## config.mk

```make
export PLATFORM = sky130hd
export DESIGN_NAME = graphics_dram_pin_interface
export DESIGN_NICKNAME = d
export VERILOG_FILES = /design/src/logic/gdram_pins_pkg.sv /design/src/logic/stream_if.sv /design/src/logic/data_fifo.sv /design/src/logic/graphics_dram_pin_interface.sv /design/src/logic/pin_sync.sv
export SDC_FILE = /design/constraint.sdc
export NUM_CORES = 1
export LEC_CHECK = 0
export ABC_AREA = 1
export BUFFER_PORTS_ARGS = -buffer_cell sky130_fd_sc_hd__buf_2
export CAP_MARGIN = 5
export CORE_ASPECT_RATIO = 0.5
export CORE_MARGIN = 3
export CORE_UTILIZATION = 58
export DETAILED_ROUTE_END_ITERATION = 8
export PLACE_DENSITY = 0.79
export SLEW_MARGIN = 20
export SYNTH_ARGS = -nofsm -noshare
export SYNTH_HDL_FRONTEND = slang
export SYNTH_SLANG_ARGS = --single-unit
```

## constraint.sdc

```tcl
create_clock -name clk_in -period 3.9 [get_ports clk_in]
set_input_delay 0.39 -clock clk_in [delete_from_list [all_inputs] [get_ports clk_in]]
set_output_delay 0.39 -clock clk_in [all_outputs]
set_load 0.01 [all_outputs]
```

## src/logic/gdram_pins_pkg.sv

```systemverilog
// shared constants and types for the graphics dram pin interface
package gdram_pins_pkg;

	////////////////////////////////////////////////////////////////////////////
	// widths
	localparam int BANKS = 4;
	localparam int BANK_W = 2;
	localparam int ADDR_W = 12;
	localparam int DATA_W = 32;
	localparam int LANES = 4;
	localparam int BYTE_W = 8;
	localparam int COL_W = 9;

	////////////////////////////////////////////////////////////////////////////
	// address field positions
	localparam int AP_BIT = 8;
	localparam int COL_LOW_W = 8;
	localparam int COL_HI_BIT = 9;

	////////////////////////////////////////////////////////////////////////////
	// command codes as {chip select, row strobe, column strobe, write enable}
	localparam logic [3:0] CODE_MRS = 4'h0;
	localparam logic [3:0] CODE_REF = 4'h1;
	localparam logic [3:0] CODE_PRE = 4'h2;
	localparam logic [3:0] CODE_ACT = 4'h3;
	localparam logic [3:0] CODE_WR = 4'h4;
	localparam logic [3:0] CODE_RD = 4'h5;
	localparam logic [3:0] CODE_NOP = 4'h7;
	localparam int CS_BIT = 3;

	////////////////////////////////////////////////////////////////////////////
	// defaults
	localparam int BURST_BEATS_DEF = 4;
	localparam int FIFO_DEPTH_DEF = 8;
	localparam int SYNC_STAGES = 3;

	////////////////////////////////////////////////////////////////////////////
	// types
	typedef enum {CMD_NONE, CMD_NOP, CMD_ACT, CMD_RD, CMD_WR, CMD_PRE, CMD_REF, CMD_MRS} cmd_t;

	typedef enum {PWR_ON, PWR_PRE_PD, PWR_ACT_PD, PWR_SELF_REF} power_state_t;

	typedef struct packed {
		logic ck_t;
		logic ck_c;
		logic cke;
		logic [3:0] cmd_code;
		logic [BANK_W-1:0] bank;
		logic [ADDR_W-1:0] addr;
		logic [DATA_W-1:0] dq;
		logic [LANES-1:0] mask;
		logic [LANES-1:0] wstrobe;
	} pin_bundle_t;

	////////////////////////////////////////////////////////////////////////////
	// helpers
	function automatic cmd_t decode_cmd(input logic [3:0] code);
		cmd_t c;
		c = CMD_NONE;
		if (!code[CS_BIT]) begin
			case (code)
				CODE_MRS: c = CMD_MRS;
				CODE_REF: c = CMD_REF;
				CODE_PRE: c = CMD_PRE;
				CODE_ACT: c = CMD_ACT;
				CODE_WR: c = CMD_WR;
				CODE_RD: c = CMD_RD;
				CODE_NOP: c = CMD_NOP;
				default: c = CMD_NONE;
			endcase
		end
		return c;
	endfunction

	function automatic logic [COL_W-1:0] column_of(input logic [ADDR_W-1:0] a);
		return {a[COL_HI_BIT], a[COL_LOW_W-1:0]};
	endfunction

endpackage

```

## src/logic/stream_if.sv

```systemverilog
// valid/ready stream carrier between the block's own modules
`timescale 1ns/1ns
interface stream_if #(parameter int W = 8);
	logic valid;
	logic ready;
	logic [W-1:0] data;
	modport src(output valid, output data, input ready);
	modport snk(input valid, input data, output ready);
endinterface

```

## src/logic/data_fifo.sv

```systemverilog
// write data fifo with registered output stage
`timescale 1ns/1ns
module data_fifo #(
	parameter int WIDTH = 8,
	parameter int DEPTH = 8
) (
	// clock and control
	input wire logic clk_in,
	input wire logic sys_rst_in,
	input wire logic clk_en_in,
	// streams
	stream_if.snk fill,
	stream_if.src drain
);
	if (DEPTH < 2 || WIDTH < 1) $error("data_fifo needs depth >= 2 and width >= 1");

	localparam int AW = $clog2(DEPTH);
	localparam int CW = $clog2(DEPTH + 1);

	logic [WIDTH-1:0] mem [DEPTH];
	logic [AW-1:0] wr_ptr_reg;
	logic [AW-1:0] rd_ptr_reg;
	logic [CW-1:0] count_reg;
	logic push;
	logic pop;

	function automatic logic [AW-1:0] next_ptr(input logic [AW-1:0] p);
		return (p == AW'(DEPTH - 1)) ? '0 : AW'(p + 1'b1);
	endfunction

	assign fill.ready = (count_reg != CW'(DEPTH));
	assign push = fill.valid & fill.ready;
	assign pop = (count_reg != '0) & (~drain.valid | drain.ready);

	always_ff @(posedge clk_in) begin
		if (clk_en_in && push) begin
			mem[wr_ptr_reg] <= fill.data;
		end
	end

	always_ff @(posedge clk_in) begin
		if (sys_rst_in) begin
			wr_ptr_reg <= '0;
			rd_ptr_reg <= '0;
			count_reg <= '0;
		end else if (clk_en_in) begin
			if (push) begin
				wr_ptr_reg <= next_ptr(wr_ptr_reg);
			end
			if (pop) begin
				rd_ptr_reg <= next_ptr(rd_ptr_reg);
			end
			if (push && !pop) begin
				count_reg <= CW'(count_reg + 1'b1);
			end else if (pop && !push) begin
				count_reg <= CW'(count_reg - 1'b1);
			end
		end
	end

	// output stage holds a word until the drain side takes it
	always_ff @(posedge clk_in) begin
		if (sys_rst_in) begin
			drain.valid <= 1'b0;
			drain.data <= '0;
		end else if (clk_en_in) begin
			if (pop) begin
				drain.valid <= 1'b1;
				drain.data <= mem[rd_ptr_reg];
			end else if (drain.ready) begin
				drain.valid <= 1'b0;
			end
		end
	end
endmodule

```

## src/logic/graphics_dram_pin_interface.sv

```systemverilog
// device-side command, address and data pin interface of a four-bank graphics dram
`timescale 1ns/1ns
module graphics_dram_pin_interface
	import gdram_pins_pkg::*;
#(
	parameter int BURST_BEATS = BURST_BEATS_DEF,
	parameter int FIFO_DEPTH = FIFO_DEPTH_DEF
) (
	// clock and control
	input wire logic clk_in,
	input wire logic sys_rst_in,
	input wire logic clk_en_in,
	// memory clock and clock enable pins
	input wire logic ck_t_in,
	input wire logic ck_c_in,
	input wire logic cke_in,
	// command and address pins
	input wire logic cs_n_in,
	input wire logic ras_n_in,
	input wire logic cas_n_in,
	input wire logic we_n_in,
	input wire logic [BANK_W-1:0] array_select_in,
	input wire logic [ADDR_W-1:0] row_col_address_in,
	// data pins
	input wire logic [DATA_W-1:0] data_lines_in,
	output logic [DATA_W-1:0] data_lines_out,
	output logic [DATA_W-1:0] data_lines_oe_out,
	input wire logic [LANES-1:0] write_byte_mask_in,
	input wire logic [LANES-1:0] write_strobe_in,
	output logic [LANES-1:0] read_strobe_out,
	output logic [LANES-1:0] read_strobe_oe_out,
	// decoded command report
	output logic cmd_valid_out,
	output cmd_t cmd_kind_out,
	output logic [BANK_W-1:0] cmd_bank_out,
	output logic [ADDR_W-1:0] row_address_out,
	output logic [COL_W-1:0] column_address_out,
	output logic auto_precharge_out,
	output logic [ADDR_W-1:0] mode_word_out,
	// device state
	output logic [BANKS-1:0] bank_open_out,
	output power_state_t power_state_out,
	output logic internal_clock_en_out,
	// write data stream
	output logic [DATA_W-1:0] wr_data_out,
	output logic [LANES-1:0] wr_byte_en_out,
	output logic wr_valid_out,
	input wire logic wr_ready_in,
	output logic write_stall_out,
	output logic write_overflow_out,
	// read data stream
	input wire logic [DATA_W-1:0] rd_data_in,
	input wire logic rd_valid_in,
	output logic rd_ready_out
);
	localparam int BEAT_W = $clog2(BURST_BEATS + 1);
	localparam int FIFO_W = DATA_W + LANES;

	if (BURST_BEATS < 1) $error("burst length must be at least one beat");
	if (FIFO_DEPTH < 2) $error("write fifo depth must be at least two");

	////////////////////////////////////////////////////////////////////////////
	// pin synchronisation
	pin_bundle_t raw_pins;
	pin_bundle_t pins;

	assign raw_pins = {ck_t_in, ck_c_in, cke_in, cs_n_in, ras_n_in, cas_n_in, we_n_in,
		array_select_in, row_col_address_in, data_lines_in, write_byte_mask_in,
		write_strobe_in};

	pin_sync #(.W($bits(pin_bundle_t))) u_sync (
		.clk_in(clk_in),
		.sys_rst_in(sys_rst_in),
		.clk_en_in(clk_en_in),
		.d_in(raw_pins),
		.q_out(pins)
	);

	////////////////////////////////////////////////////////////////////////////
	// clock crossing detection
	power_state_t state_reg;
	logic ck_phase_reg;
	logic clk_gated;
	logic ck_high;
	logic ck_low;
	logic rise_x;
	logic fall_x;
	logic cke_s;
	logic buffers_on;
	logic cmd_take;
	cmd_t cmd;

	assign cke_s = pins.cke;
	assign clk_gated = (state_reg == PWR_SELF_REF);
	assign ck_high = pins.ck_t & ~pins.ck_c;
	assign ck_low = ~pins.ck_t & pins.ck_c;
	assign rise_x = ~clk_gated & ck_high & ~ck_phase_reg;
	assign fall_x = ~clk_gated & ck_low & ck_phase_reg;
	assign buffers_on = (state_reg == PWR_ON) & cke_s;
	assign cmd = decode_cmd(pins.cmd_code);
	assign cmd_take = rise_x & buffers_on;

	always_ff @(posedge clk_in) begin
		if (sys_rst_in) begin
			ck_phase_reg <= 1'b0;
		end else if (clk_en_in && !clk_gated) begin
			if (ck_high) begin
				ck_phase_reg <= 1'b1;
			end else if (ck_low) begin
				ck_phase_reg <= 1'b0;
			end
		end
	end

	////////////////////////////////////////////////////////////////////////////
	// power state
	logic [BANKS-1:0] bank_open_reg;

	always_ff @(posedge clk_in) begin
		if (sys_rst_in) begin
			state_reg <= PWR_ON;
		end else if (clk_en_in) begin
			case (state_reg)
				PWR_ON: begin
					if (rise_x && !cke_s) begin
						if (cmd == CMD_REF && bank_open_reg == '0) begin
							state_reg <= PWR_SELF_REF;
						end else if (bank_open_reg != '0) begin
							state_reg <= PWR_ACT_PD;
						end else begin
							state_reg <= PWR_PRE_PD;
						end
					end
				end
				PWR_PRE_PD, PWR_ACT_PD: begin
					if (rise_x && cke_s) begin
						state_reg <= PWR_ON;
					end
				end
				PWR_SELF_REF: begin
					if (cke_s) begin
						state_reg <= PWR_ON;
					end
				end
				default: state_reg <= PWR_ON;
			endcase
		end
	end

	always_ff @(posedge clk_in) begin
		if (sys_rst_in) begin
			internal_clock_en_out <= 1'b0;
		end else if (clk_en_in) begin
			internal_clock_en_out <= cke_s & ~clk_gated;
		end
	end

	assign power_state_out = state_reg;
	assign bank_open_out = bank_open_reg;

	////////////////////////////////////////////////////////////////////////////
	// banks, auto-precharge and mode word
	logic [BEAT_W-1:0] rd_left_reg;
	logic [BEAT_W-1:0] wr_left_reg;
	logic ap_pending_reg;
	logic [BANK_W-1:0] ap_bank_reg;
	logic ap_close;
	logic bank_cmd;

	assign ap_close = ap_pending_reg & (rd_left_reg == '0) & (wr_left_reg == '0);
	assign bank_cmd = (cmd == CMD_RD) | (cmd == CMD_WR);

	always_ff @(posedge clk_in) begin
		if (sys_rst_in) begin
			bank_open_reg <= '0;
			ap_pending_reg <= 1'b0;
			ap_bank_reg <= '0;
		end else if (clk_en_in) begin
			if (ap_close) begin
				bank_open_reg[ap_bank_reg] <= 1'b0;
				ap_pending_reg <= 1'b0;
			end
			if (cmd_take) begin
				if (cmd == CMD_ACT) begin
					bank_open_reg[pins.bank] <= 1'b1;
				end else if (cmd == CMD_PRE) begin
					if (pins.addr[AP_BIT]) begin
						bank_open_reg <= '0;
					end else begin
						bank_open_reg[pins.bank] <= 1'b0;
					end
				end else if (bank_cmd && pins.addr[AP_BIT]) begin
					ap_pending_reg <= 1'b1;
					ap_bank_reg <= pins.bank;
				end
			end
		end
	end

	always_ff @(posedge clk_in) begin
		if (sys_rst_in) begin
			cmd_valid_out <= 1'b0;
			cmd_kind_out <= CMD_NONE;
			cmd_bank_out <= '0;
			row_address_out <= '0;
			column_address_out <= '0;
			auto_precharge_out <= 1'b0;
			mode_word_out <= '0;
		end else if (clk_en_in) begin
			cmd_valid_out <= cmd_take && cmd != CMD_NONE;
			if (cmd_take && cmd != CMD_NONE) begin
				cmd_kind_out <= cmd;
				cmd_bank_out <= pins.bank;
				if (cmd == CMD_ACT) begin
					row_address_out <= pins.addr;
				end
				if (bank_cmd) begin
					column_address_out <= column_of(pins.addr);
				end
				auto_precharge_out <= bank_cmd & pins.addr[AP_BIT];
				if (cmd == CMD_MRS) begin
					mode_word_out <= pins.addr;
				end
			end
		end
	end

	////////////////////////////////////////////////////////////////////////////
	// read burst
	logic rd_take;
	logic rd_drive_reg;
	logic rd_strobe_reg;

	assign rd_take = rd_ready_out & rd_valid_in;

	always_ff @(posedge clk_in) begin
		if (sys_rst_in) begin
			rd_left_reg <= '0;
			rd_ready_out <= 1'b0;
			rd_drive_reg <= 1'b0;
			rd_strobe_reg <= 1'b0;
			data_lines_out <= '0;
		end else if (clk_en_in) begin
			rd_ready_out <= (rd_left_reg != '0) & (rise_x | fall_x) & cke_s & ~rd_take;
			if (cmd_take && cmd == CMD_RD) begin
				rd_left_reg <= BEAT_W'(BURST_BEATS);
			end else if (rd_take && rd_left_reg != '0) begin
				rd_left_reg <= BEAT_W'(rd_left_reg - 1'b1);
			end
			if (rd_take) begin
				data_lines_out <= rd_data_in;
				rd_strobe_reg <= ~rd_strobe_reg;
				rd_drive_reg <= 1'b1;
			end else if (!cke_s || (rd_left_reg == '0 && (rise_x || fall_x))) begin
				rd_drive_reg <= 1'b0;
			end
		end
	end

	assign data_lines_oe_out = {DATA_W{rd_drive_reg}};
	assign read_strobe_out = {LANES{rd_strobe_reg}};
	assign read_strobe_oe_out = {LANES{rd_drive_reg}};

	////////////////////////////////////////////////////////////////////////////
	// write burst into the fifo
	stream_if #(.W(FIFO_W)) fill_if ();
	stream_if #(.W(FIFO_W)) drain_if ();
	logic [LANES-1:0] ws_prev_reg;
	logic wr_beat;
	logic wr_store;
	logic push_valid_reg;
	logic [FIFO_W-1:0] push_data_reg;

	assign wr_beat = (|(pins.wstrobe ^ ws_prev_reg)) & (wr_left_reg != '0) & buffers_on;
	assign wr_store = wr_beat & ~(&pins.mask);
	assign fill_if.valid = push_valid_reg;
	assign fill_if.data = push_data_reg;

	always_ff @(posedge clk_in) begin
		if (sys_rst_in) begin
			ws_prev_reg <= '0;
			wr_left_reg <= '0;
		end else if (clk_en_in) begin
			ws_prev_reg <= pins.wstrobe;
			if (cmd_take && cmd == CMD_WR) begin
				wr_left_reg <= BEAT_W'(BURST_BEATS);
			end else if (wr_beat) begin
				wr_left_reg <= BEAT_W'(wr_left_reg - 1'b1);
			end
		end
	end

	always_ff @(posedge clk_in) begin
		if (sys_rst_in) begin
			push_valid_reg <= 1'b0;
			push_data_reg <= '0;
			write_overflow_out <= 1'b0;
			write_stall_out <= 1'b0;
		end else if (clk_en_in) begin
			write_stall_out <= ~fill_if.ready;
			if (wr_store) begin
				push_valid_reg <= 1'b1;
				push_data_reg <= {~pins.mask, pins.dq};
				if (push_valid_reg && !fill_if.ready) begin
					write_overflow_out <= 1'b1;
				end
			end else if (fill_if.ready) begin
				push_valid_reg <= 1'b0;
			end
		end
	end

	data_fifo #(.WIDTH(FIFO_W), .DEPTH(FIFO_DEPTH)) u_fifo (
		.clk_in(clk_in),
		.sys_rst_in(sys_rst_in),
		.clk_en_in(clk_en_in),
		.fill(fill_if.snk),
		.drain(drain_if.src)
	);

	assign drain_if.ready = wr_ready_in;
	assign wr_valid_out = drain_if.valid;
	assign wr_data_out = drain_if.data[DATA_W-1:0];
	assign wr_byte_en_out = drain_if.data[FIFO_W-1:DATA_W];
endmodule

```

## src/logic/pin_sync.sv

```systemverilog
// three-stage input synchroniser with agreement filter
`timescale 1ns/1ns
module pin_sync #(
	parameter int W = 1
) (
	// clock and control
	input wire logic clk_in,
	input wire logic sys_rst_in,
	input wire logic clk_en_in,
	// data
	input wire logic [W-1:0] d_in,
	output logic [W-1:0] q_out
);
	if (W < 1) $error("pin_sync width must be positive");

	logic [W-1:0] s1_reg;
	logic [W-1:0] s2_reg;
	logic [W-1:0] s3_reg;

	always_ff @(posedge clk_in) begin
		if (sys_rst_in) begin
			s1_reg <= '0;
			s2_reg <= '0;
			s3_reg <= '0;
		end else if (clk_en_in) begin
			s1_reg <= d_in;
			s2_reg <= s1_reg;
			s3_reg <= s2_reg;
		end
	end

	// a bit changes only once stages two and three agree
	always_ff @(posedge clk_in) begin
		if (sys_rst_in) begin
			q_out <= '0;
		end else if (clk_en_in) begin
			q_out <= (~(s2_reg ^ s3_reg) & s2_reg) | ((s2_reg ^ s3_reg) & q_out);
		end
	end
endmodule

```

; Yosys cells after proc, flatten, opt, wreduce, memory -nomap -nowiden
; Memory sizes are Yosys's and may differ from the RTL's. A register that Yosys moved wholly into a read port is not among the register bits.
; Cells that the tools add are included.
[totals]
n_memories = 1
reg_bits = 449
ram_bits = 288
inputBits = 98
out_inout_bits = 218
wordCells = 216
[op_classes]
muxes = 42
eq_ne = 22
n_addsub = 6
n_bitwise = 47
magnitude_cmp = 4
n_reduce_logical = 62
[memory_table]
columns = name, depth, word_bits, rd, rd_ports_with_merged_regs, write_ports, line_no
row1 = u_fifo.mem, 8, 36, 1, 1, 1, data_fifo.sv:20  ; logic [WIDTH-1:0] mem [DEPTH];
[op_table]
columns = op, n
row1 = $eq 32x4->1 const B, 4
row2 = $and 61x61->61, 2
row3 = $eq 32x3->1 const B, 3
row4 = $mux 32, 3
row5 = $pmux 32 s3, 1
row6 = $eq 32x2->1 const B, 2
row7 = $logic_not 32->1, 2
row8 = $not 61->61, 1
row9 = $or 61x61->61, 1
row10 = $xor 61x61->61, 1
row11 = $mux 4, 9
row12 = $eq 32x1->1 const B, 1
row13 = $reduce_bool 32->1, 1
row14 = $reduce_and 2->1, 12
row15 = $and 1x1->1, 21
row16 = $mux 3, 7
row17 = $pmux 3 s7, 1
row18 = $mux 1, 17
row19 = $logic_and 1x1->1, 16
row20 = $reduce_bool 2->1, 7
row21 = $eq 4x3->1 const B, 3
row22 = $not 4->4, 3
row23 = $reduce_and 3->1, 4
row24 = $not 1->1, 11
row25 = other kinds (28), 50

; Depth between registers and ports, before layout
; Gate-level depths: netlist of the first run.
[depth]
ltp_word = 14
mapped_depth = 13
ltp_nobuf = 13

; Cells and area by module
; From an unflattened synthesis of the first run, not the netlist that was laid out.
[unflattened]
hier_cells = 3501
hier_area_um2 = 30046.3
[modules_own_cells]
columns = mod, seq_area_each_um2, cells_per_inst, n_inst, area_each_um2
row1 = data_fifo, 9589.2, 1465, 1, 14383.8
row2 = pin_sync, 4884.7, 1123, 1, 9128.8
row3 = graphics_dram_pin_interface, 2702.6, 913, 1, 6533.8

; Least setup slack after synthesis of the first run
; Ideal clock, no wire load.
[synth_path]
path_type = input to register
from = in clk_en_in
to = mem u_fifo.mem[0][0] (netlist name), enable pin
path_buffers = 2
setup_slack_ns = 1.022
setup_ns = 0.429
required_time_ns = 3.471
stages = 4
arrival_time_ns = 2.448
path_cell_list = buf_4 clkbuf_1 nand3_1 nor2_1
[synth_via]
elab_chain_len = 3
[synth_rtl]
columns = item, line_no
row1 = start: declaration, graphics_dram_pin_interface.sv:12  ; input wire logic clk_en_in,
row2 = $logic_and 1x1->1, data_fifo.sv:36  ; if (clk_en_in && push) begin
row3 = $mux 1, data_fifo.sv:36
row4 = $mux 1 (not written as such), data_fifo.sv:37  ; mem[wr_ptr_reg] <= fill.data;
row5 = end: declaration, data_fifo.sv:20
; No other way between the ends.

; Worst setup path after layout of the first run
[layout_path]
from = reg u_fifo.count_reg[1]
to = mem u_fifo.mem[2][23] (netlist name), enable pin
[layout_via]
elab_chain_len = 5
[layout_rtl]
columns = item, line_no
row1 = start: declaration, data_fifo.sv:23  ; logic [CW-1:0] count_reg;
row2 = start signal: assignment, data_fifo.sv:54  ; count_reg <= CW'(count_reg + 1'b1);
row3 = start signal: assignment, data_fifo.sv:56  ; count_reg <= CW'(count_reg - 1'b1);
row4 = $ne 4x4->1, data_fifo.sv:31  ; assign fill.ready = (count_reg != CW'(DEPTH));
row5 = $and 1x1->1, data_fifo.sv:32  ; assign push = fill.valid & fill.ready;
row6 = $logic_and 1x1->1, data_fifo.sv:36
row7 = $mux 1, data_fifo.sv:36
row8 = $mux 1 (not written as such), data_fifo.sv:37
; No other way between the ends.

==> results of run 1 <==
-- cells in the mapped netlist (10+ instances only) --
cell type	number	area, µm²
nand2_1	270	1013
nor2_1	289	1085
o21ai_0	516	2582
nand3_1	58	290.3
o211ai_1	36	270.3
buf_2	64	320.3
a221oi_1	24	210.2
nor3_1	13	65.06
inv_1	278	1044
o21ai_1	26	130.1
clkbuf_1	108	405.4
a21oi_1	383	1917
ha_1	15	187.7
nand4_1	51	319.1
edfxtp_1	288	8648
buf_4	111	833.3
dfxtp_1	426	8528
buf_1	10	37.54
-- path summary, 6_finish.rpt --
path	slack, ns	endpoint	start
worst max-delay path	1.51	u_fifo.mem[2][23]	u_fifo.count_reg[1]
worst min-delay path	0.03	u_sync.s1_reg[2]	write_strobe_in[2]
worst max register to register	1.51	u_fifo.mem[2][23]	u_fifo.count_reg[1]
worst min register to register	0.44	column_address_out[2]	column_address_out[2]
-- layout by cell type (no fill, tap or decap), types with 59 or more instances in the layout --
cell type,netlist,routed
o21ai_0,516,516
dfxtp_1,426,424
a21oi_1,383,383
edfxtp_1,288,288
nor2_1,289,281
inv_1,278,278
nand2_1,270,270
buf_2,64,254
clkbuf_16,0,61
conb_1,1,59
-- metal layers --
layer,GRT usage,part of all wire,vias to the layer above
met2,0.4093,0.49,766
met4,0.06205,0.021,0
met5,0,0,-
met3,0.03412,0.066,107
met1,0.3196,0.42,10039
li1,-,-,10366
-- power groups by stage --
stage / Sequential, mW / Combinational [mW] / Clock [mW]
6_report: 8.47 / 3.14 / 6.22
2_1_floorplan: 8.49 / 2.37 / 0
5_1_grt: 8.53 / 3.57 / 6.63
4_1_cts: 8.47 / 3.16 / 6.32
3_3_place_gp: 8.61 / 2.99 / 0
3_5_place_dp: 8.62 / 3.09 / 0
-- through the flow --
step | cells | setup slack (ns) | hold slack [ns]
2_1_floorplan | 3058 | 1.022 | 0.4382
3_3_place_gp | 3686 | 1.285 | 0.4302
3_5_place_dp | 3686 | 1.150 | 0.4337
4_1_cts | 3843 | 1.497 | 0.0001861
5_1_grt | 3844 | 1.316 | 0.01326
6_report | 3844 | 1.506 | 0.02507
-- worst min-delay path: stages --
cell    delay (ns)
buf_2         0.07
nor2_1        0.03
nor2_1        0.09
-- timing repair --
item                                    CTS  global route
endpoints found under the setup margin    0             0
hold endpoints to repair                 46             0
hold buffers                             46             0
-- area by class of cell --
cell class              count  area, µm²
flip-flops and latches    714      17180
clock buffers              88       1728
diodes                      1      2.502
clock inverters            23      317.8
well taps                 638      798.3
repair buffers            331       2043
inverters                 285       1082
multi-input cells        1764       8589
fillers                  3562      15690
-- cell families after synthesis --
kind of cell	Yosys count	share of synthesized area
AOI/OAI and AO/OA	989	0.1827
DFF	714	0.6097
and+or+nand+nor	695	0.1031
buffers and inverters	580	0.09544
adders and majority gates	16	0.007373
xor gates and xnor gates	5	0.001554
other	1	0.0001331
==> results.md, run 1 <==
* Status: finished, final reports clean
* CP endpoint kind: register
* Placed cell area at 29240 µm²
* Max-Cap Viols at 0
* Hold depth at 3
* Crit path max-delay cell type: buf_4
* Nets at 3269
* Post-synth EDFFs at 288
* Final core area utilization at 0.6692
* Port bufs at 256
* # rows at 56
* Max Slew Vio Count at 0
* DRT iter0 DRCs at 2015
* Register area share after synthesis at 0.6097
* Maximum vdd drop at 0.4113 mV
* Top delay family on crit path: simple AND/OR/NAND/NOR gates
* Leak at 12.45 nW
* Total GRT Usage at 0.2378
* # H-tree levels at 2
* Routed vias at 21278
* Yosys cell types at 37
* Postcts setup bufs at 0
* Clock buffer count from CTS at 59
* WP buf/inv at 2
* Wire length of the first global-routing pass at 101600 µm
* Antenna violations before repair at 1
* Per-cell routed wire length at 16.41 µm
* Yosys reg bits at 714
* Clock root buffer: clkbuf_16
* Fin crit period at 2.394 ns
* Instance count on the critical path at 7
* Synth Area per Inst at 9.391 µm²
* Worst Path Arrival at 2.64 ns
* P_sw at 5.076 mW
* Overall Power at 17.83 mW
* Die Height at 161.8 µm
* Fin. Hold Viols at 0
* Layout cell share with drive strength beyond 1 at 0.1273
* Asr flop ratio synth at 0
* Total Wirelength at 63080 µm
* Remaining antenna violation count at 0
* Core area at 47440 µm²
* Combinational share of power at 0.176
* Cells after Synth at 3000
* Skew-Pair Late Insertion Delay at 0.61 ns
* Critical Path Fanout Max at 28
* Vias per inst at 5.535
* Reg2Reg Depth at 7
* Detailed Routing Iterations Pass 1 at 6
* Synth Flop Type: dfxtp_1
* Largest net degree at the start of global routing at 217
* Top-Level Pins at 316
* GRT overflow at 0
* Fmax achieved at 417.8 MHz
* Global placement routability congestion at 0.7804
* Setup TNS at 0 ns
* Die width at 317.7 µm
* Dpl hpwl at 37000 µm
* Sequential fraction of design power at 0.475
* Clk_skew at 0.02277 ns
* Final setup violation count at 0
* Yosys warns at 0
* Drt drc at 0
* Initial Util at 0.5939
* Startpoint types: register
* Layout Area Growth over Synthesis at 12.68%
* Pint at 12.76 mW
* Period utilization at 0.6138
* Die Area at 51410 µm²
* Final Cell Area at 31750 µm²
* Area of the mapped netlist at 28170 µm²
* CP peak stage delay at 0.50 ns
* Worst rel slew slack at 0.3549
* CTS Buffer Depth at 3
* Post-CTS Resized at 0
* Worst setup path class: register to register
* RSZ-0062 raised after global routing: false
* Crit-path cells: nor2_1, nand3_1, inv_1, nor2_1, nand3_1, nor2_4, buf_4
* CTS sink cnt at 714
* Worst min-delay path category: input port to register
* Switch share at 0.2847
* Number of global-route vias before repair at 19970
* Clock transition at path regs at 0.07 ns
* Top reg by flops: u_fifo.mem
* Power density cells at 561.7 nW/µm²
* Worst Tran Pin Value at 0.9653 ns
* Clk pwr share at 0.349
* Max reg flops at 288
* Worst path required time at 4.14 ns
* CTS tree: done
(Power assumes the default switching activity.)
==> inputs of run 2 (changes only) <==
- clock period: 3.9 -> 2.3 ns (I/O delays scaled with it)
==> run 2 against run 1 <==
  * Utilization up 2.0 points
  * Clock power up 75%
  * Largest power group unchanged
  * Largest cell class unchanged
  * Global-route usage grew 0.069 points
  * First-iteration DRC count down 2.0%
  * Via count is 0.50% higher
  * Highest routed layer unchanged
  * Power up 73%
  * Worst hold slack improved by 0.018 ns
  * Final cell count grew 1.8%
  * Fmax is 15% higher
  * Critical path type unchanged
==> results.md, run 2 (same netlist as run 1, synthesis figures left out) <==
* Status: finished, final reports clean
* Clock buffer count from CTS at 58 (-1.7%)
* R2R Setup Slk at 0.23 ns (-1.28 ns)
* Initial Util at 0.5939 (unchanged)
* Wire length of the first global-routing pass at 101300 µm (-0.28%)
* Global placement routability congestion at 0.8178 (+4.8%)
* Fin. Hold Viols at 0 (unchanged)
* Fmax achieved at 482.3 MHz (+15%)
* Clock transition at path regs at 0.07 ns (about the same)
* # rows at 56 (unchanged)
* Worst path required time at 2.79 ns (-1.35 ns)
* Hold depth at 4 (+1)
* Max Slew Vio Count at 0 (unchanged)
* Port bufs at 256 (unchanged)
* CTS sink cnt at 714 (unchanged)
* Per-cell routed wire length at 16.29 µm (-0.75%)
* Die width at 317.7 µm (unchanged)
* Commonest cells after routing, fill and taps aside: o21ai_0, dfxtp_1, a21oi_1, edfxtp_1, nor2_1
* Core area at 47440 µm² (unchanged)
* CP peak stage delay at 0.59 ns (+0.09 ns)
* Max reg flops at 288 (unchanged)
* Remaining antenna violation count at 0 (unchanged)
* Worst Tran Pin Value at 0.8161 ns (-0.1492 ns)
* Crit-path cells: inv_1, ha_1, nand2_2, nor3_4, nand3_2, nand2_1, a21oi_1
* Crit path max-delay cell type: nand3_2
* Fin crit period at 2.073 ns (-0.3203 ns)
* Worst Path Arrival at 2.57 ns (-0.07 ns)
* Power density cells at 946.5 nW/µm² (+68%)
* Number of global-route vias before repair at 19886 (-0.42%)
* Top reg by flops: u_fifo.mem
* Largest net degree at the start of global routing at 205 (-5.5%)
* Total GRT Usage at 0.2385 (+0.0006891)
* Leak at 12.85 nW (+3.2%)
* DRT iter0 DRCs at 1975 (-2.0%)
* CP endpoint kind: register
* Top-Level Pins at 316 (unchanged)
* Total Wirelength at 63710 µm (+1.0%)
* GRT overflow at 0 (unchanged)
* Final setup violation count at 0 (unchanged)
* Max-Cap Viols at 0 (unchanged)
* Worst rel slew slack at 0.4560 (+0.1010)
* Period utilization at 0.9015 (+0.2877)
* Setup TNS at 0 ns (unchanged)
* Layout Area Growth over Synthesis at 15.98%
* RSZ-0062 raised after global routing: false
* Antenna violations before repair at 1 (unchanged)
* Layout cell share with drive strength beyond 1 at 0.1339 (+0.006562)
* Critical Path Fanout Max at 36 (+29%)
* Vias per inst at 5.467 (-1.2%)
* Die Height at 161.8 µm (unchanged)
* Worst setup path class: register to register
* Clk_skew at 0.03145 ns (+0.008676 ns)
* Maximum vdd drop at 0.6773 mV (+65%)
* # H-tree levels at 2 (unchanged)
* Dpl hpwl at 37190 µm (+0.52%)
* Drt drc at 0 (unchanged)
* Postcts setup bufs at 0 (unchanged)
* Clock root buffer: clkbuf_16
* CTS tree: done
* CTS Buffer Depth at 3 (unchanged)
* Startpoint types: register
* Worst min-delay path category: input port to register
* Detailed Routing Iterations Pass 1 at 6 (unchanged)
* Most common cell after layout, fill and taps aside: o21ai_0
* Routed vias at 21385 (+0.50%)
* Skew-Pair Late Insertion Delay at 0.63 ns (+0.02 ns)
* Die Area at 51410 µm² (unchanged)
* Final core area utilization at 0.6888 (+0.01960)
* Nets at 3336 (+2.0%)
* Reg2Reg Depth at 7 (unchanged)
==> run 2: changes by cell type in the layout (fill, tap and decap cells not counted), moves of 4 or more <==
cell           previous run  this run
buf_4                    24        30
buf_12                    6        20
clkbuf_1                 17         6
clkbuf_8                 10        17
dlygate4sd3_1            46        94
clkinv_2                  9         5
==> run 2: per-layer routing <==
| layer | GRT usage | routed length [µm] |
|---|---|---|
| met1 | 0.3175 | 27470 |
| met2 | 0.4126 | 31190 |
| met3 | 0.03213 | 3553 |
| met4 | 0.06897 | 1494 |
| met5 | 0 | 0 |
==> run 2: stage by stage <==
| step | instance area (µm²) | power, mW | worst slack, ns | cells | hold slack, ns |
|---|---|---|---|---|---|
| 6_report | 32680 | 30.93 | 0.2265 | 3912 | 0.04354 |
| 3_3_place_gp | 29560 | 19.87 | 0.3435 | 3706 | 0.4303 |
| 3_5_place_dp | 29560 | 20.08 | 0.2875 | 3706 | 0.4330 |
| 2_1_floorplan | 28390 | 18.42 | -0.4819 | 3058 | 0.3649 |
| 5_1_grt | 32670 | 32.36 | 0.05930 | 3911 | 0.04126 |
| 4_1_cts | 32670 | 31.08 | 0.2331 | 3910 | 0.01572 |
==> run 2: path summary, 6_finish.rpt <==
check / startpoint / endpoint
max: power_state_out[0] / fill_if.data[12]
min: clk_en_in / cmd_valid_out
max reg2reg: power_state_out[0] / fill_if.data[12]
min reg2reg: u_sync.s3_reg[9] / register
==> run 2: final cells by class <==
cell class	instances	area [µm²]
antenna	2	5.005
clock buffer	87	1798
clock inverter	23	369.1
fill	3370	14760
inverter	285	1082
multi-input combinational	1764	8589
sequential	714	17180
tap	638	798.3
timing repair buffer	399	2849
==> run 2: repair_timing <==
item / 4_1_cts / 5_1_grt
endpoints found under the hold margin: 94 / 0
resized for setup: 0 / 0
hold buffers: 94 / 0
==> run 2: where the power goes <==
group / switching [mW] / internal [mW] / total [mW]
clock network: 4.59 / 6.34 / 10.9
logic: 3.71 / 2.14 / 5.85
registers: 0.446 / 13.7 / 14.1
total: 8.75 / 22.2 / 30.9
==> run 2: critical path, delay by kind of cell, from the launching register on <==
| family | cells | cell delay [ns] |
|---|---|---|
| buffers and inverters | 1 | 0.07 |
| AOI/OAI and AO/OA | 1 | 0.10 |
| and+or+nand+nor | 4 | 1.21 |
| adders and majority gates | 1 | 0.22 |
| DFF | 1 | 0.34 |
==> inputs of run 3 (changes only) <==
- CORE_UTILIZATION: 58 -> 60
- CTS_BUF_LIST: not set -> sky130_fd_sc_hd__clkbuf_4 sky130_fd_sc_hd__clkbuf_8
- PLACE_DENSITY: 0.79 -> 0.81
==> run 3 against run 2 <==
  * Power down 3.4%
  * Largest cell class unchanged
  * Non-clock buffer count up 11
  * Critical endpoint is now fill_if.data[2]
  * Final cell count up 1.5%
  * Critical path type unchanged
==> results.md, run 3 (same netlist as run 1, synthesis figures left out) <==
* Status: finished, final reports clean
* Die width at 312.4 µm (-1.6%)
* Nets at 3383 (+1.4%)
* Final core area utilization at 0.7108 (+0.02198)
* Layout cell share with drive strength beyond 1 at 0.1499 (+0.01605)
* GRT overflow at 0 (unchanged)
* ANT cells at 0 (-2)
* Startpoint types: register
* Max Slew Vio Count at 0 (unchanged)
* Fmax achieved at 484.4 MHz (+0.44%)
* Remaining antenna violation count at 0 (unchanged)
* Maximum vdd drop at 0.4655 mV (-31%)
* Skew-Pair Late Insertion Delay at 0.67 ns (+0.04 ns)
* Startpoint of the worst hold path: rd_valid_in
* Routed vias at 22066 (+3.2%)
* Power density cells at 918.8 nW/µm² (-2.9%)
* Reg2Reg Depth at 7 (unchanged)
* Drt drc at 0 (unchanged)
* Global placement routability congestion at 0.8112 (-0.81%)
* Wire length of the first global-routing pass at 103400 µm (+2.1%)
* Detailed Routing Iterations Pass 1 at 5 (-1)
* Crit path max-delay cell type: nand3_2
* Die Area at 49750 µm² (-3.2%)
* CTS Buffer Depth at 3 (unchanged)
* Dpl hpwl at 37350 µm (+0.43%)
* CTS sink cnt at 714 (unchanged)
* Commonest cells after routing, fill and taps aside: o21ai_0, dfxtp_1, a21oi_1, edfxtp_1, nor2_1
* Layout Area Growth over Synthesis at 15.46%
* R2r endpoint: fill_if.data[2]
* WP buf/inv at 1 (unchanged)
* Crit-path cells: inv_1, ha_1, nand2_2, nor3_4, nand3_2, nand2_1, a21oi_1
* Worst path required time at 2.82 ns (+0.03 ns)
* Core area at 45760 µm² (-3.5%)
* Top delay family on crit path: simple AND/OR/NAND/NOR gates
* Total Wirelength at 65240 µm (+2.4%)
* Worst reg2reg path startpoint: power_state_out[1]
* Port bufs at 256 (unchanged)
* Most common cell after layout, fill and taps aside: o21ai_0
* Top reg by flops: u_fifo.mem
* Final setup violation count at 0 (unchanged)
* Hold Crit Endpoint: rd_ready_out
* Clock root buffer: clkbuf_8
* Dpl cells at 3698 (-0.22%)
* Fin Hold WS at 0.03403 ns (-0.009502 ns)
* Per-cell routed wire length at 16.44 µm (+0.93%)
* Initial Util at 0.6156 (+0.02171)
* Non-filler cells, final at 3969 (+1.5%)
* Top-Level Pins at 316 (unchanged)
* Worst Tran Pin Value at 0.7089 ns (-0.1071 ns)
* CP endpoint kind: register
* Clock transition at path regs at 0.07 ns (about the same)
* Clock buffer count from CTS at 94 (+62%)
* CTS tree: done
* Largest net degree at the start of global routing at 128 (-38%)
* Worst rel slew slack at 0.5274 (+0.07143)
* # rows at 55 (-1.8%)
* Die Height at 159.2 µm (-1.6%)
* Worst min-delay path category: input port to register
* Number of global-route vias before repair at 20707 (+4.1%)
* Antenna violations before repair at 0 (-1)
* Worst Path Arrival at 2.58 ns (about the same)
* Critical Path Fanout Max at 36 (unchanged)
* Clk_skew at 0.04404 ns (+0.01259 ns)
* Hold depth at 4 (unchanged)
* Leak at 12.89 nW (+0.30%)
* DRT iter0 DRCs at 2276 (+15%)
* Fin. Hold Viols at 0 (unchanged)
* Max reg flops at 288 (unchanged)
* RSZ-0062 raised after global routing: false
* Worst setup path class: register to register
* Postcts setup bufs at 0 (unchanged)
* Period utilization at 0.8975 (-0.003975)
* R2R Setup Slk at 0.24 ns (about the same)
* Overall Power at 29.89 mW (-3.4%)
* Max-Cap Viols at 0 (unchanged)
* CP peak stage delay at 0.59 ns (about the same)
* Fin crit period at 2.064 ns (-0.009142 ns)
* Vias per inst at 5.560 (+1.7%)
* Total GRT Usage at 0.2515 (+0.01297)
* # H-tree levels at 3 (+1)
==> run 3: changes by cell type in the layout (fill, tap and decap cells not counted), sizes merged <==
| cell | before | now |
|---|---|---|
| clkinv | 10 | 14 |
| bufinv | 8 | 1 |
| dlygate4sd3 | 94 | 102 |
| diode | 2 | 0 |
| clkbuf | 87 | 151 |
| buf | 305 | 308 |
| clkinvlp | 2 | 1 |
| inv | 288 | 287 |
==> run 3: stage by stage <==
| step | TNS, ns | worst slack [ns] | cell area (µm²) |
|---|---|---|---|
| floorplan | -138.56 | -0.4819 | 28390 |
| global placement | 0 | 0.3650 | 29530 |
| detailed placement | 0 | 0.2261 | 29530 |
| CTS | 0 | 0.1977 | 32520 |
| global route | 0 | 0.03472 | 32530 |
| finish | 0 | 0.2357 | 32530 |
==> run 3: power breakdown <==
part / internal (mW) / total, mW / switching, mW / leakage [nW]
logic: 2.17 / 5.87 / 3.70 / 5.01
clock network: 5.21 / 9.80 / 4.59 / 1.05
registers: 13.7 / 14.2 / 0.512 / 6.83
total: 21.1 / 29.9 / 8.80 / 12.9
==> run 3: area by class of cell <==
class                      count  area [µm²]
timing repair buffer         410        2939
tap                          627       784.5
multi-input combinational   1764        8567
sequential                   714       17190
inverter                     285        1082
clock buffer                 151        1853
fill                        3194       13230
clock inverter                18       117.6
==> run 3: worst min-delay path, cell delays in order <==
cell,delay [ns]
buf_2,0.08
nand2_1,0.13
nand4_1,0.13
a21oi_1,0.06
==> run 3: repair_timing <==
action / 4_1_cts / 5_1_grt
hold buffers: 102 / 0
endpoints found under the setup margin: 0 / 1
gates resized for setup: 0 / 2
endpoints found under the hold margin: 99 / 0
==> run 3: worst max-delay path by stage <==
stage	startpoint	end	slack [ns]	cells after the start
6_report	power_state_out[1]	fill_if.data[2]	0.24	7
4_1_cts	u_fifo.count_reg[1]	u_fifo.count_reg[3]	0.20	13
2_1_floorplan	u_fifo.count_reg[1]	u_fifo.mem[0][0]	-0.48	6
3_3_place_gp	u_fifo.count_reg[1]	u_fifo.count_reg[3]	0.36	13
5_1_grt	u_fifo.count_reg[0]	u_fifo.count_reg[3]	0.03	13
3_5_place_dp	u_fifo.count_reg[1]	u_fifo.count_reg[3]	0.23	13
==> run 3: layer usage <==
layer / global-route usage / routed length, µm
met4: 0.08864 / 1849
met5: 0 / 0
met1: 0.3309 / 27620
met2: 0.4245 / 31460
met3: 0.04162 / 4301
